## src/dce_regs.vh

```
`ifndef DCE_REGS_VH
`define DCE_REGS_VH
// Opcodes
`define DCE_OP_FMT_TRACK   8'h06
`define DCE_OP_FMT_BAD     8'h07
`define DCE_OP_READ        8'h08
`define DCE_OP_VERIFY      8'h09
`define DCE_OP_WRITE       8'h0A
`define DCE_OP_SEEK        8'h0B
`define DCE_OP_INIT        8'h0C
// Control byte fields
`define DCE_CB_NORETRY     7
`define DCE_CB_ECCOPT      6
`define DCE_CB_PATTERN     5
`define DCE_CB_SERVO       4
// Parameter defaults
`define DCE_DEF_CYL        16'h0099
`define DCE_DEF_HEADS      4'h4
`define DCE_DEF_RWC        16'h0080
`define DCE_DEF_PRE        16'h0040
`define DCE_DEF_ECC        4'hB
// Fill pattern and precomp codes
`define DCE_FILL_DEFAULT   8'h6C
`define DCE_PRE_0NS        2'h0
`define DCE_PRE_5NS        2'h1
`define DCE_PRE_10NS       2'h2
// Error codes
`define DCE_ERR_NONE       8'h00
`define DCE_ERR_UNCORR     8'h11
`define DCE_ERR_CORR       8'h18
`define DCE_ERR_INVALID    8'h20
`define DCE_ERR_ADDR       8'h21
// Counts
`define DCE_CDB_LAST       3'h5
`define DCE_PARM_LAST      3'h7
`define DCE_SERVO_US       300
`endif

```

## src/dce_executor.v

```verilog
`include "dce_regs.vh"
`timescale 1ns/100ps
`default_nettype none
module dce_executor #(
   parameter CLK_MHZ  = 100,
   parameter SPT      = 17
) (
   // Clock and reset
   input  wire       clk,
   input  wire       reset_n,
   // Host byte handshake
   input  wire       host_req,
   input  wire [7:0] host_data,
   output reg        host_ack,
   output reg        cmd_done,
   output reg  [7:0] sense_code,
   // Drive sector engine
   output reg        op_start,
   output reg  [2:0] op_kind,
   output reg        op_recal,
   output reg        op_bad_flag,
   output reg        op_write_data,
   output reg        op_servo_gap,
   output reg  [4:0] op_interleave,
   output reg  [7:0] op_fill,
   output reg  [3:0] op_step_rate,
   output reg        op_drive,
   output reg [15:0] phys_cyl,
   output reg  [3:0] phys_head,
   output reg  [7:0] phys_sector,
   input  wire       sector_done,
   input  wire       sector_err,
   input  wire [4:0] burst_len,
   input  wire       op_finished,
   input  wire [7:0] buffer_pattern,
   input  wire       buffered_step,
   // Data path gating and drive controls
   output reg        xfer_to_host,
   output reg        reduced_wc,
   output reg  [1:0] precomp_sel,
   output reg [15:0] servo_gap_cycles
);
   // Operation kinds
   localparam K_FMT = 3'h0, K_RD = 3'h1, K_WR = 3'h2, K_SEEK = 3'h3;
   // One-hot states
   localparam S_CDB = 6'h01, S_PARM = 6'h02, S_START = 6'h04;
   localparam S_RUN = 6'h08, S_DONE = 6'h10, S_WAIT = 6'h20;
   localparam [15:0] SERVO_CYC = `DCE_SERVO_US * CLK_MHZ;

   localparam [20:0] SPT_W = SPT;

   // Sequencer state and byte counter
   reg  [5:0]  state_reg;
   reg  [2:0]  cnt_reg;

   // Received command block, byte 0 is the opcode
   reg  [7:0]  cdb_reg [0:5];

   // Shared drive parameter set for both drives
   reg  [15:0] p_cyl_reg;
   reg  [15:0] p_rwc_reg;
   reg  [15:0] p_pre_reg;
   reg  [3:0]  p_heads_reg;
   reg  [3:0]  p_ecc_reg;

   // Transfer progress
   reg  [20:0] lba_reg;
   reg  [8:0]  left_reg;
   reg         retried_reg;
   integer     i;

   wire [7:0] opc   = cdb_reg[0];
   wire [7:0] ctl   = cdb_reg[5];
   wire       is_rd = (opc == `DCE_OP_READ) || (opc == `DCE_OP_VERIFY);
   wire       is_fmt = (opc == `DCE_OP_FMT_TRACK) || (opc == `DCE_OP_FMT_BAD);
   wire       no_retry = ctl[`DCE_CB_NORETRY];
   wire       ecc_opt  = ctl[`DCE_CB_ECCOPT];
   wire       corr     = (burst_len <= {1'b0, p_ecc_reg});

   // Linear address to physical address
   function [36:0] dce_map;
      input [20:0] lba;
      input [3:0]  heads;
      reg   [20:0] trk;
      reg   [20:0] hd21;
      reg   [20:0] cyl;
      reg   [20:0] hd;
      reg   [20:0] sec;
      begin
         // Track count first, then split it over the heads
         hd21 = {17'h0, heads};
         trk = lba / SPT_W;
         cyl = trk / hd21;
         hd = trk % hd21;
         sec = lba % SPT_W;
         dce_map = {cyl, hd[7:0], sec[7:0]};
      end
   endfunction
   wire [36:0] map = dce_map(lba_reg, p_heads_reg);
   wire [15:0] map_cyl = map[31:16];

   // Main sequencer
   always @(posedge clk or negedge reset_n) begin
      if (!reset_n) begin
         // Sequencer and command bytes
         state_reg <= S_CDB;
         cnt_reg <= 3'h0;
         for (i = 0; i < 6; i = i + 1)
            cdb_reg[i] <= 8'h00;

         // Default drive parameters
         p_cyl_reg <= `DCE_DEF_CYL;
         p_heads_reg <= `DCE_DEF_HEADS;
         p_rwc_reg <= `DCE_DEF_RWC;
         p_pre_reg <= `DCE_DEF_PRE;
         p_ecc_reg <= `DCE_DEF_ECC;
         lba_reg <= 21'h0;
         left_reg <= 9'h0;
         retried_reg <= 1'b0;

         // Host side outputs
         host_ack <= 1'b0;
         cmd_done <= 1'b0;
         sense_code <= `DCE_ERR_NONE;

         // Sector engine controls
         op_start <= 1'b0;
         op_kind <= K_RD;
         op_recal <= 1'b0;
         op_bad_flag <= 1'b0;
         op_write_data <= 1'b0;
         op_servo_gap <= 1'b0;
         op_interleave <= 5'h0;
         op_fill <= `DCE_FILL_DEFAULT;
         op_step_rate <= 4'h0;
         op_drive <= 1'b0;
         phys_cyl <= 16'h0;
         phys_head <= 4'h0;
         phys_sector <= 8'h0;

         // Data gating and write controls
         xfer_to_host <= 1'b0;
         reduced_wc <= 1'b0;
         precomp_sel <= `DCE_PRE_5NS;
         servo_gap_cycles <= 16'h0;
      end else begin
         // Strobes default low
         host_ack <= 1'b0;
         cmd_done <= 1'b0;
         op_start <= 1'b0;

         // Physical address and write controls follow the current sector
         phys_cyl <= map_cyl;
         phys_head <= map[11:8];
         phys_sector <= map[7:0];
         reduced_wc <= (map_cyl >= p_rwc_reg);
         if (map_cyl >= {1'b0, p_pre_reg[14:0]})
            precomp_sel <= `DCE_PRE_10NS;
         else
            precomp_sel <= p_pre_reg[15] ? `DCE_PRE_0NS : `DCE_PRE_5NS;
         case (state_reg)
            // Collect six bytes, one ack each
            S_CDB: begin
               if (host_req && !host_ack) begin
                  host_ack <= 1'b1;
                  cdb_reg[cnt_reg] <= host_data;
                  cnt_reg <= cnt_reg + 3'h1;
                  if (cnt_reg == `DCE_CDB_LAST) begin
                     cnt_reg <= 3'h0;
                     state_reg <= (cdb_reg[0] == `DCE_OP_INIT) ? S_PARM : S_START;
                  end
               end
            end

            // Parameter bytes C,H,W,P,E, MSB first
            S_PARM: begin
               if (host_req && !host_ack) begin
                  host_ack <= 1'b1;
                  cnt_reg <= cnt_reg + 3'h1;
                  case (cnt_reg)
                     3'h0: p_cyl_reg[15:8] <= host_data;
                     3'h1: p_cyl_reg[7:0] <= host_data;
                     3'h2: p_heads_reg <= host_data[3:0];
                     3'h3: p_rwc_reg[15:8] <= host_data;
                     3'h4: p_rwc_reg[7:0] <= host_data;
                     3'h5: p_pre_reg[15:8] <= host_data;
                     3'h6: p_pre_reg[7:0] <= host_data;
                     default: p_ecc_reg <= host_data[3:0];
                  endcase
                  if (cnt_reg == `DCE_PARM_LAST) begin
                     cnt_reg <= 3'h0;
                     sense_code <= `DCE_ERR_NONE;
                     state_reg <= S_DONE;
                  end
               end
            end

            // Decode and launch
            S_START: begin
               lba_reg <= {cdb_reg[1][4:0], cdb_reg[2], cdb_reg[3]};
               left_reg <= (cdb_reg[4] == 8'h00) ? 9'h100 : {1'b0, cdb_reg[4]};
               retried_reg <= 1'b0;
               sense_code <= `DCE_ERR_NONE;
               op_drive <= cdb_reg[1][5];
               op_step_rate <= ctl[3:0];
               op_interleave <= cdb_reg[4][4:0];
               op_recal <= is_fmt;
               op_bad_flag <= (opc == `DCE_OP_FMT_BAD);
               op_write_data <= (opc == `DCE_OP_FMT_TRACK);
               op_fill <= ctl[`DCE_CB_PATTERN] ? buffer_pattern : `DCE_FILL_DEFAULT;
               op_servo_gap <= is_fmt && ctl[`DCE_CB_SERVO];
               servo_gap_cycles <= (is_fmt && ctl[`DCE_CB_SERVO]) ? SERVO_CYC : 16'h0;
               xfer_to_host <= (opc == `DCE_OP_READ);
               if (is_fmt)
                  op_kind <= K_FMT;
               else if (is_rd)
                  op_kind <= K_RD;
               else if (opc == `DCE_OP_WRITE)
                  op_kind <= K_WR;
               else
                  op_kind <= K_SEEK;
               if (!is_fmt && !is_rd && opc != `DCE_OP_WRITE && opc != `DCE_OP_SEEK) begin
                  sense_code <= `DCE_ERR_INVALID;
                  state_reg <= S_DONE;
               end else begin
                  op_start <= 1'b1;
                  state_reg <= S_RUN;
               end
            end

            // Per-sector progress and error handling
            S_RUN: begin
               // Whole-operation commands end on the engine's finish
               if (opc == `DCE_OP_SEEK && buffered_step && op_finished) begin
                  state_reg <= S_DONE;
               end else if (op_finished && (is_fmt || opc == `DCE_OP_SEEK)) begin
                  state_reg <= S_DONE;
               end else if (sector_done && (is_rd || opc == `DCE_OP_WRITE)) begin
                  // Write faults are always hard
                  if (sector_err && opc == `DCE_OP_WRITE) begin
                     sense_code <= `DCE_ERR_UNCORR;
                     state_reg <= S_DONE;
                  end else if (sector_err && !corr) begin
                     // Burst too long: withhold this sector
                     sense_code <= `DCE_ERR_UNCORR;
                     xfer_to_host <= 1'b0;
                     state_reg <= S_DONE;
                  end else if (sector_err && opc == `DCE_OP_VERIFY && !ecc_opt
                               && !retried_reg && !no_retry) begin
                     retried_reg <= 1'b1;
                     op_start <= 1'b1;
                  end else if (sector_err && (opc == `DCE_OP_VERIFY || ecc_opt)) begin
                     sense_code <= `DCE_ERR_CORR;
                     state_reg <= S_DONE;
                  end else begin
                     // Good or silently corrected sector: advance
                     retried_reg <= 1'b0;
                     lba_reg <= lba_reg + 21'h1;
                     left_reg <= left_reg - 9'h1;
                     if (left_reg == 9'h1)
                        state_reg <= S_DONE;
                     else
                        op_start <= 1'b1;
                  end
               end
            end

            // Completion strobe, wait for host to drop request
            S_DONE: begin
               cmd_done <= 1'b1;
               state_reg <= S_WAIT;
            end

            // Rearm only once the host has let go of its request
            S_WAIT: begin
               xfer_to_host <= 1'b0;
               if (!host_req)
                  state_reg <= S_CDB;
            end

            // Stray code: back to collecting
            default: state_reg <= S_CDB;
         endcase
      end
   end
endmodule
`default_nettype wire

```

## config.mk

```make
export PLATFORM = sky130hd
export DESIGN_NAME = dce_executor
export DESIGN_NICKNAME = d
export VERILOG_FILES = /design/src/dce_executor.v
export VERILOG_INCLUDE_DIRS = /design/src
export SDC_FILE = /design/constraint.sdc
export NUM_CORES = 1
export LEC_CHECK = 0
export BUFFER_PORTS_ARGS = -buffer_cell sky130_fd_sc_hd__clkbuf_2
export CORE_MARGIN = 3
export CORE_UTILIZATION = 25
export CTS_CLUSTER_DIAMETER = 40
export CTS_CLUSTER_SIZE = 14
export DETAILED_ROUTE_END_ITERATION = 8
export MAX_ROUTING_LAYER = met4
export SETUP_SLACK_MARGIN = 0.4
export SLEW_MARGIN = 25
export SYNTH_ARGS = -nofsm -noshare
export SYNTH_HDL_FRONTEND = slang
export SYNTH_SLANG_ARGS = --single-unit
```

## constraint.sdc

```tcl
create_clock -name clk -period 134.9 [get_ports clk]
set_input_delay 26.98 -clock clk [delete_from_list [all_inputs] [get_ports clk]]
set_output_delay 26.98 -clock clk [all_outputs]
set_load 0.005 [all_outputs]
```

Word-level counts from Yosys, hierarchy flattened
Cells that the tools add are included.

storage, ports and cells
  flip-flop bits (word level) = 212
  bits of input ports = 28
  logic and storage cells = 229

cells by class
  add/subtract/negate cells = 3
  divide/modulo/power cells = 4
  $lt $le $gt $ge = 5
  eq/ne operators = 42
  muxes and demuxes = 86
  bitwise gates (word level) = 2
  reductions and logical operators = 50

operator list
  cell                                                                       number
  21-bit 2-to-1 mux                                                          7
  8-bit 2-to-1 mux                                                           11
  6-bit 2-to-1 mux                                                           14
  9-bit 2-to-1 mux                                                           8
  48-bit bitwise mux                                                         1
  21-bit case mux with 2 select lines                                        1
  8-bit by 4-bit == test with 1-bit output (second input constant)           5
  6-bit case mux with 6 select lines                                         1
  1-bit 2-to-1 mux                                                           26
  2-bit inequality test (second input constant)                              13
  8-bit demux with 3-bit select                                              1
  8-bit case mux with 3 select lines                                         1
  8-bit AND reduction                                                        3
  21-bit by 1-bit adder with 21-bit output (second input constant)           1
  21-bit by 4-bit divider with 21-bit output                                 1
  21-bit by 5-bit divider with 21-bit output (second input constant)         1
  21-bit by 4-bit remainder unit with 21-bit output                          1
  21-bit by 5-bit remainder unit with 21-bit output (second input constant)  1
  3-bit AND reduction                                                        7
  9-bit case mux with 2 select lines                                         1
  1-bit logical AND                                                          17
  8-bit by 3-bit == test with 1-bit output (second input constant)           2
  16-bit by 15-bit >= comparator with 1-bit output                           1
  16-bit >= comparator                                                       1
  other kinds (40)                                                           66

Depth between registers and ports, before layout
  depth after elaboration = 12
  depth in mapped cells = 238
  depth with buffers taken out = 222

Least setup slack after synthesis
No wires, ideal clock.

  path type = flip-flop to flip-flop
  start point = register lba_reg[18]
  end point = register precomp_sel[0]
  library setup time = 0.067 ns
  arrival time = 43.006 ns
  slack = 91.827 ns
  cell stages (with the launch flop) = 215
  path buffers = 17
  period minus slack after synthesis = 43.073 ns
  path through = dfrtp_1 -> or2_1 -> clkbuf_1 -> a22o_1 -> or4_4 -> and2_1 -> o21a_2 -> or3_1 -> o211a_1 -> nor4_1 -> mux2_2 -> mux2_4 -> or4_4 -> o211a_4 -> a211o_1 -> o21a_1 -> or4b_1 -> and2_1 -> [... 179 more ...] -> nor2b_1 -> o21ai_0 -> nand2b_1 -> a21oi_1 -> nor2b_1 -> o21ai_0 -> nand2b_1 -> a21oi_1 -> nor2b_1 -> o21ai_0 -> nand2b_1 -> a21oi_1 -> nor2b_1 -> o21ai_0 -> nand2b_1 -> a21oi_1 -> nand2_1 -> nor2_1

between the ends
  word-level cells in the longest chain between the ends = 4

RTL lines
  item                                              line                RTL
  start: declaration                                dce_executor.v:67   reg [20:0] lba_reg;
  start signal: assignment                          dce_executor.v:200  lba_reg <= {cdb_reg[1][4:0], cdb_reg[2], cdb_reg[3]};
  start signal: assignment                          dce_executor.v:258  lba_reg <= lba_reg + 21'h1;
  21-bit by 5-bit divider with 21-bit output        dce_executor.v:92   trk = lba / SPT_W;
  21-bit by 4-bit divider with 21-bit output        dce_executor.v:93   cyl = trk / hd21;
  via map[29]                                       dce_executor.v:99   wire [36:0] map = dce_map(lba_reg, p_heads_reg);
  16-bit by 15-bit >= comparator with 1-bit output  dce_executor.v:157  if (map_cyl >= {1'b0, p_pre_reg[14:0]})
  2-bit 2-to-1 mux                                  dce_executor.v:157
  end signal: assignment                            dce_executor.v:144  precomp_sel <= `DCE_PRE_5NS;
  end signal: assignment                            dce_executor.v:158  precomp_sel <= `DCE_PRE_10NS;
  end signal: assignment                            dce_executor.v:160  precomp_sel <= p_pre_reg[15] ? `DCE_PRE_0NS : `DCE_PRE_5NS;
  end: declaration                                  dce_executor.v:40   output reg [1:0] precomp_sel,

The timed path passes the listed nets, and every way through them passes these cells.
A chain may end at the register's enable or synchronous reset.

Final worst setup path
  start point = register lba_reg[20]
  end point = register precomp_sel[0]

Same word-level chain as after synthesis.

==> results.toml <==
[floorplan]
dieArea_sq_um = 83780
initial_core_util_pct = 25.34
core.rowCount = 103
ios = 112
fp.dieH_microns = 289.4
core_sq_um = 79260
die_w_microns = 289.4

[clocking]
clock_latency_ps = 490
holdBufCountCts = 0
h-tree-depth = 4
post-cts-setup-buffers = 0
cts_sinks = 189
path_clk_slew_ps = 80
clock_path_buffers = 2
cts_tree = "built"
cts_buffers = 17
cts-root-buf = "clkbuf_16"
post_cts_resized = 0

[routing]
wire_per_inst_microns = 15.87
viasPerCell = 5.262
dr.pass1.iters = 5
drtIter0Drc = 1488
ant_nets = 0
drc = 0
wl_microns = 57010
vias = 18900

[cells_and_area]
num_antenna_cells = 0
fillers = 8541
area_growth_pct = 9.768
drive_gt1_share_pct = 15.34
fin_cells = 3592
finish.utilization_pct = 27.82
largest_reg_flops = 30
fin_nets = 2687

[synthesis]
synth_most_common_cell = "nand2_1"
yosys.area.top_type = "dfrtp_1"
yosys_register_bits = 189
yosysWarnings = 0
synth_area_leaders = "dfrtp_1 22%, ha_1 8.0%, mux2_2 5.2%"
synth_edf_count = 0
synth_commonest_cells = "244 x nand2_1, 187 x nor2_1, 185 x a21oi_1"
avgSynthCellArea_sq_um = 8.070
ys_async_sr_fraction_pct = 100.0
yosysTopAreaCellShare_pct = 21.93
netlist_area_sq_um = 20090
synth_cells = 2489
seq_area_frac_synth_pct = 23.63
synth_flop_cell = "dfrtp_1"
ys_types = 142

[setup_path]
start_kind = "register"
slowest_stage = "or4_1"
worstSetupPathType = "reg -> reg"
cp-end-kind = "register"
path_max_fanout = 17
required_ps = 135300
crit_arrival_ps = 52070
rrSetupSlack_ps = 83240
cpMostUsedCell = "a21oi_1"
max_stage_delay_ps = 830

[placed_design]
io_buffers = 96
dp.cells = 3560
place_congestion = 0.8850
hpwlAfterDp_microns = 43370

[sta]
slew_violations = 0
fin_crit_sh_pct = 38.30
rsz0062_at_grt = "false"
maxSlewHeadroom_pct = 29.21
min_period_ps = 51660
max_freq_ghz = 0.01936
fin_setup_tns_ps = 0
finalSetupViolations = 0
fin_skew_ps = 24.33
tightest_slew_ps = 1054
finalHoldViolations = 0

[flow_run]
max-cap-violations = 0

[global_routing]
grt_max_degree = 66
grtUsageTotal_pct = 13.95
grt_overflow_total = 0
antenna_found_initial = 0
grt_first_pass_wirelength_microns = 93670
grt_pass1_vias = 17920

[outcome]
outcome = "complete, no violations"

[hold_path]
hp-class = "reg -> reg"
kinds of logic after synthesis:
kind of cell / after synthesis / synth area share [%]
and+or+nand+nor: 944 / 24.50
AOI/OAI and AO/OA: 785 / 27.07
buffers and inverters: 222 / 5.557
DFF: 189 / 23.63
adders and majority gates: 131 / 8.185
muxes: 125 / 6.989
xor gates and xnor gates: 92 / 4.049
other: 1 / 0.01867
metrics by stage:
step                      hold WS (ps)  worst slack, ps  instance area, sq um
after CTS                        478.3            83390                 22050
after global routing             503.4            78660                 22050
after detailed placement         458.1            83750                 21440
after floorplan                  363.8            91830                 20150
final                            474.4            83240                 22050
after global placement           448.8            83910                 21430
path summary, 6_finish.rpt:
kind / from / cells past startpoint / endpoint
worst max-delay path: lba_reg[20] / 202 / precomp_sel[0]
worst min-delay path: ctl[0] / 2 / op_step_rate[0]
worst max register to register: lba_reg[20] / 202 / precomp_sel[0]
worst min register to register: ctl[0] / 2 / op_step_rate[0]
max in group asynchronous: reset_n / 2 / phys_cyl[12]
min in group asynchronous: reset_n / 1 / op_fill[0]
area by class of cell:
type / instances / area, sq um / area share (%)
Clock buffer: 17 / 425.4 / 1.930
Clock inverter: 15 / 177.7 / 0.8059
Inverter: 110 / 412.9 / 1.873
Multi-Input combinational cell: 2095 / 14330 / 65.01
Sequential cell: 189 / 4746 / 21.53
Tap cell: 1050 / 1314 / 5.959
Timing Repair Buffer: 116 / 639.4 / 2.900
critical path: cells and delay by family (launching register included):
| family | cells | cell delay [ps] |
|---|---|---|
| DFF | 1 | 580 |
| adders and majority gates | 15 | 4390 |
| and+or+nand+nor | 77 | 19860 |
| AOI/OAI and AO/OA | 86 | 20390 |
| muxes | 8 | 2820 |
| xor gates and xnor gates | 1 | 460 |
| buffers and inverters | 15 | 2940 |
layer usage:
layer / share of wire (%) / track usage [%]
met1: 48 / 18.52
met2: 46 / 22.40
met3: 3.2 / 1.495
met4: 2.1 / 4.095
met5: 0 / -
cells in the final DEF (no fill, tap or decap), drive strengths merged, types with 13 or more instances in the layout:
cell type / synthesis / routed
nand3: 80 / 80
and2: 28 / 28
o211a: 13 / 13
o21a: 52 / 52
o31ai: 41 / 41
nor4: 44 / 44
and3: 34 / 34
mux2i: 28 / 28
xnor2: 59 / 59
o21ai: 170 / 170
xor2: 33 / 33
nor2: 193 / 193
inv: 108 / 119
ha: 129 / 129
or3: 28 / 28
o22ai: 16 / 16
or4: 16 / 16
mux2: 97 / 97
a22oi: 16 / 16
clkbuf: 42 / 113
nand2b: 41 / 41
dfrtp: 176 / 176
a211oi: 29 / 29
nor3: 100 / 100
nand2: 244 / 244
o31a: 13 / 13
dfstp: 13 / 13
o211ai: 27 / 27
nor2b: 26 / 26
conb: 1 / 18
a31oi: 33 / 33
buf: 69 / 20
a21oi: 189 / 189
o2111ai: 13 / 13
or2: 35 / 35
a21o: 40 / 40
nand4: 24 / 24
Power is not shown: default switching activity piles up to over one toggle a cycle in this logic, so the estimate is an artifact.
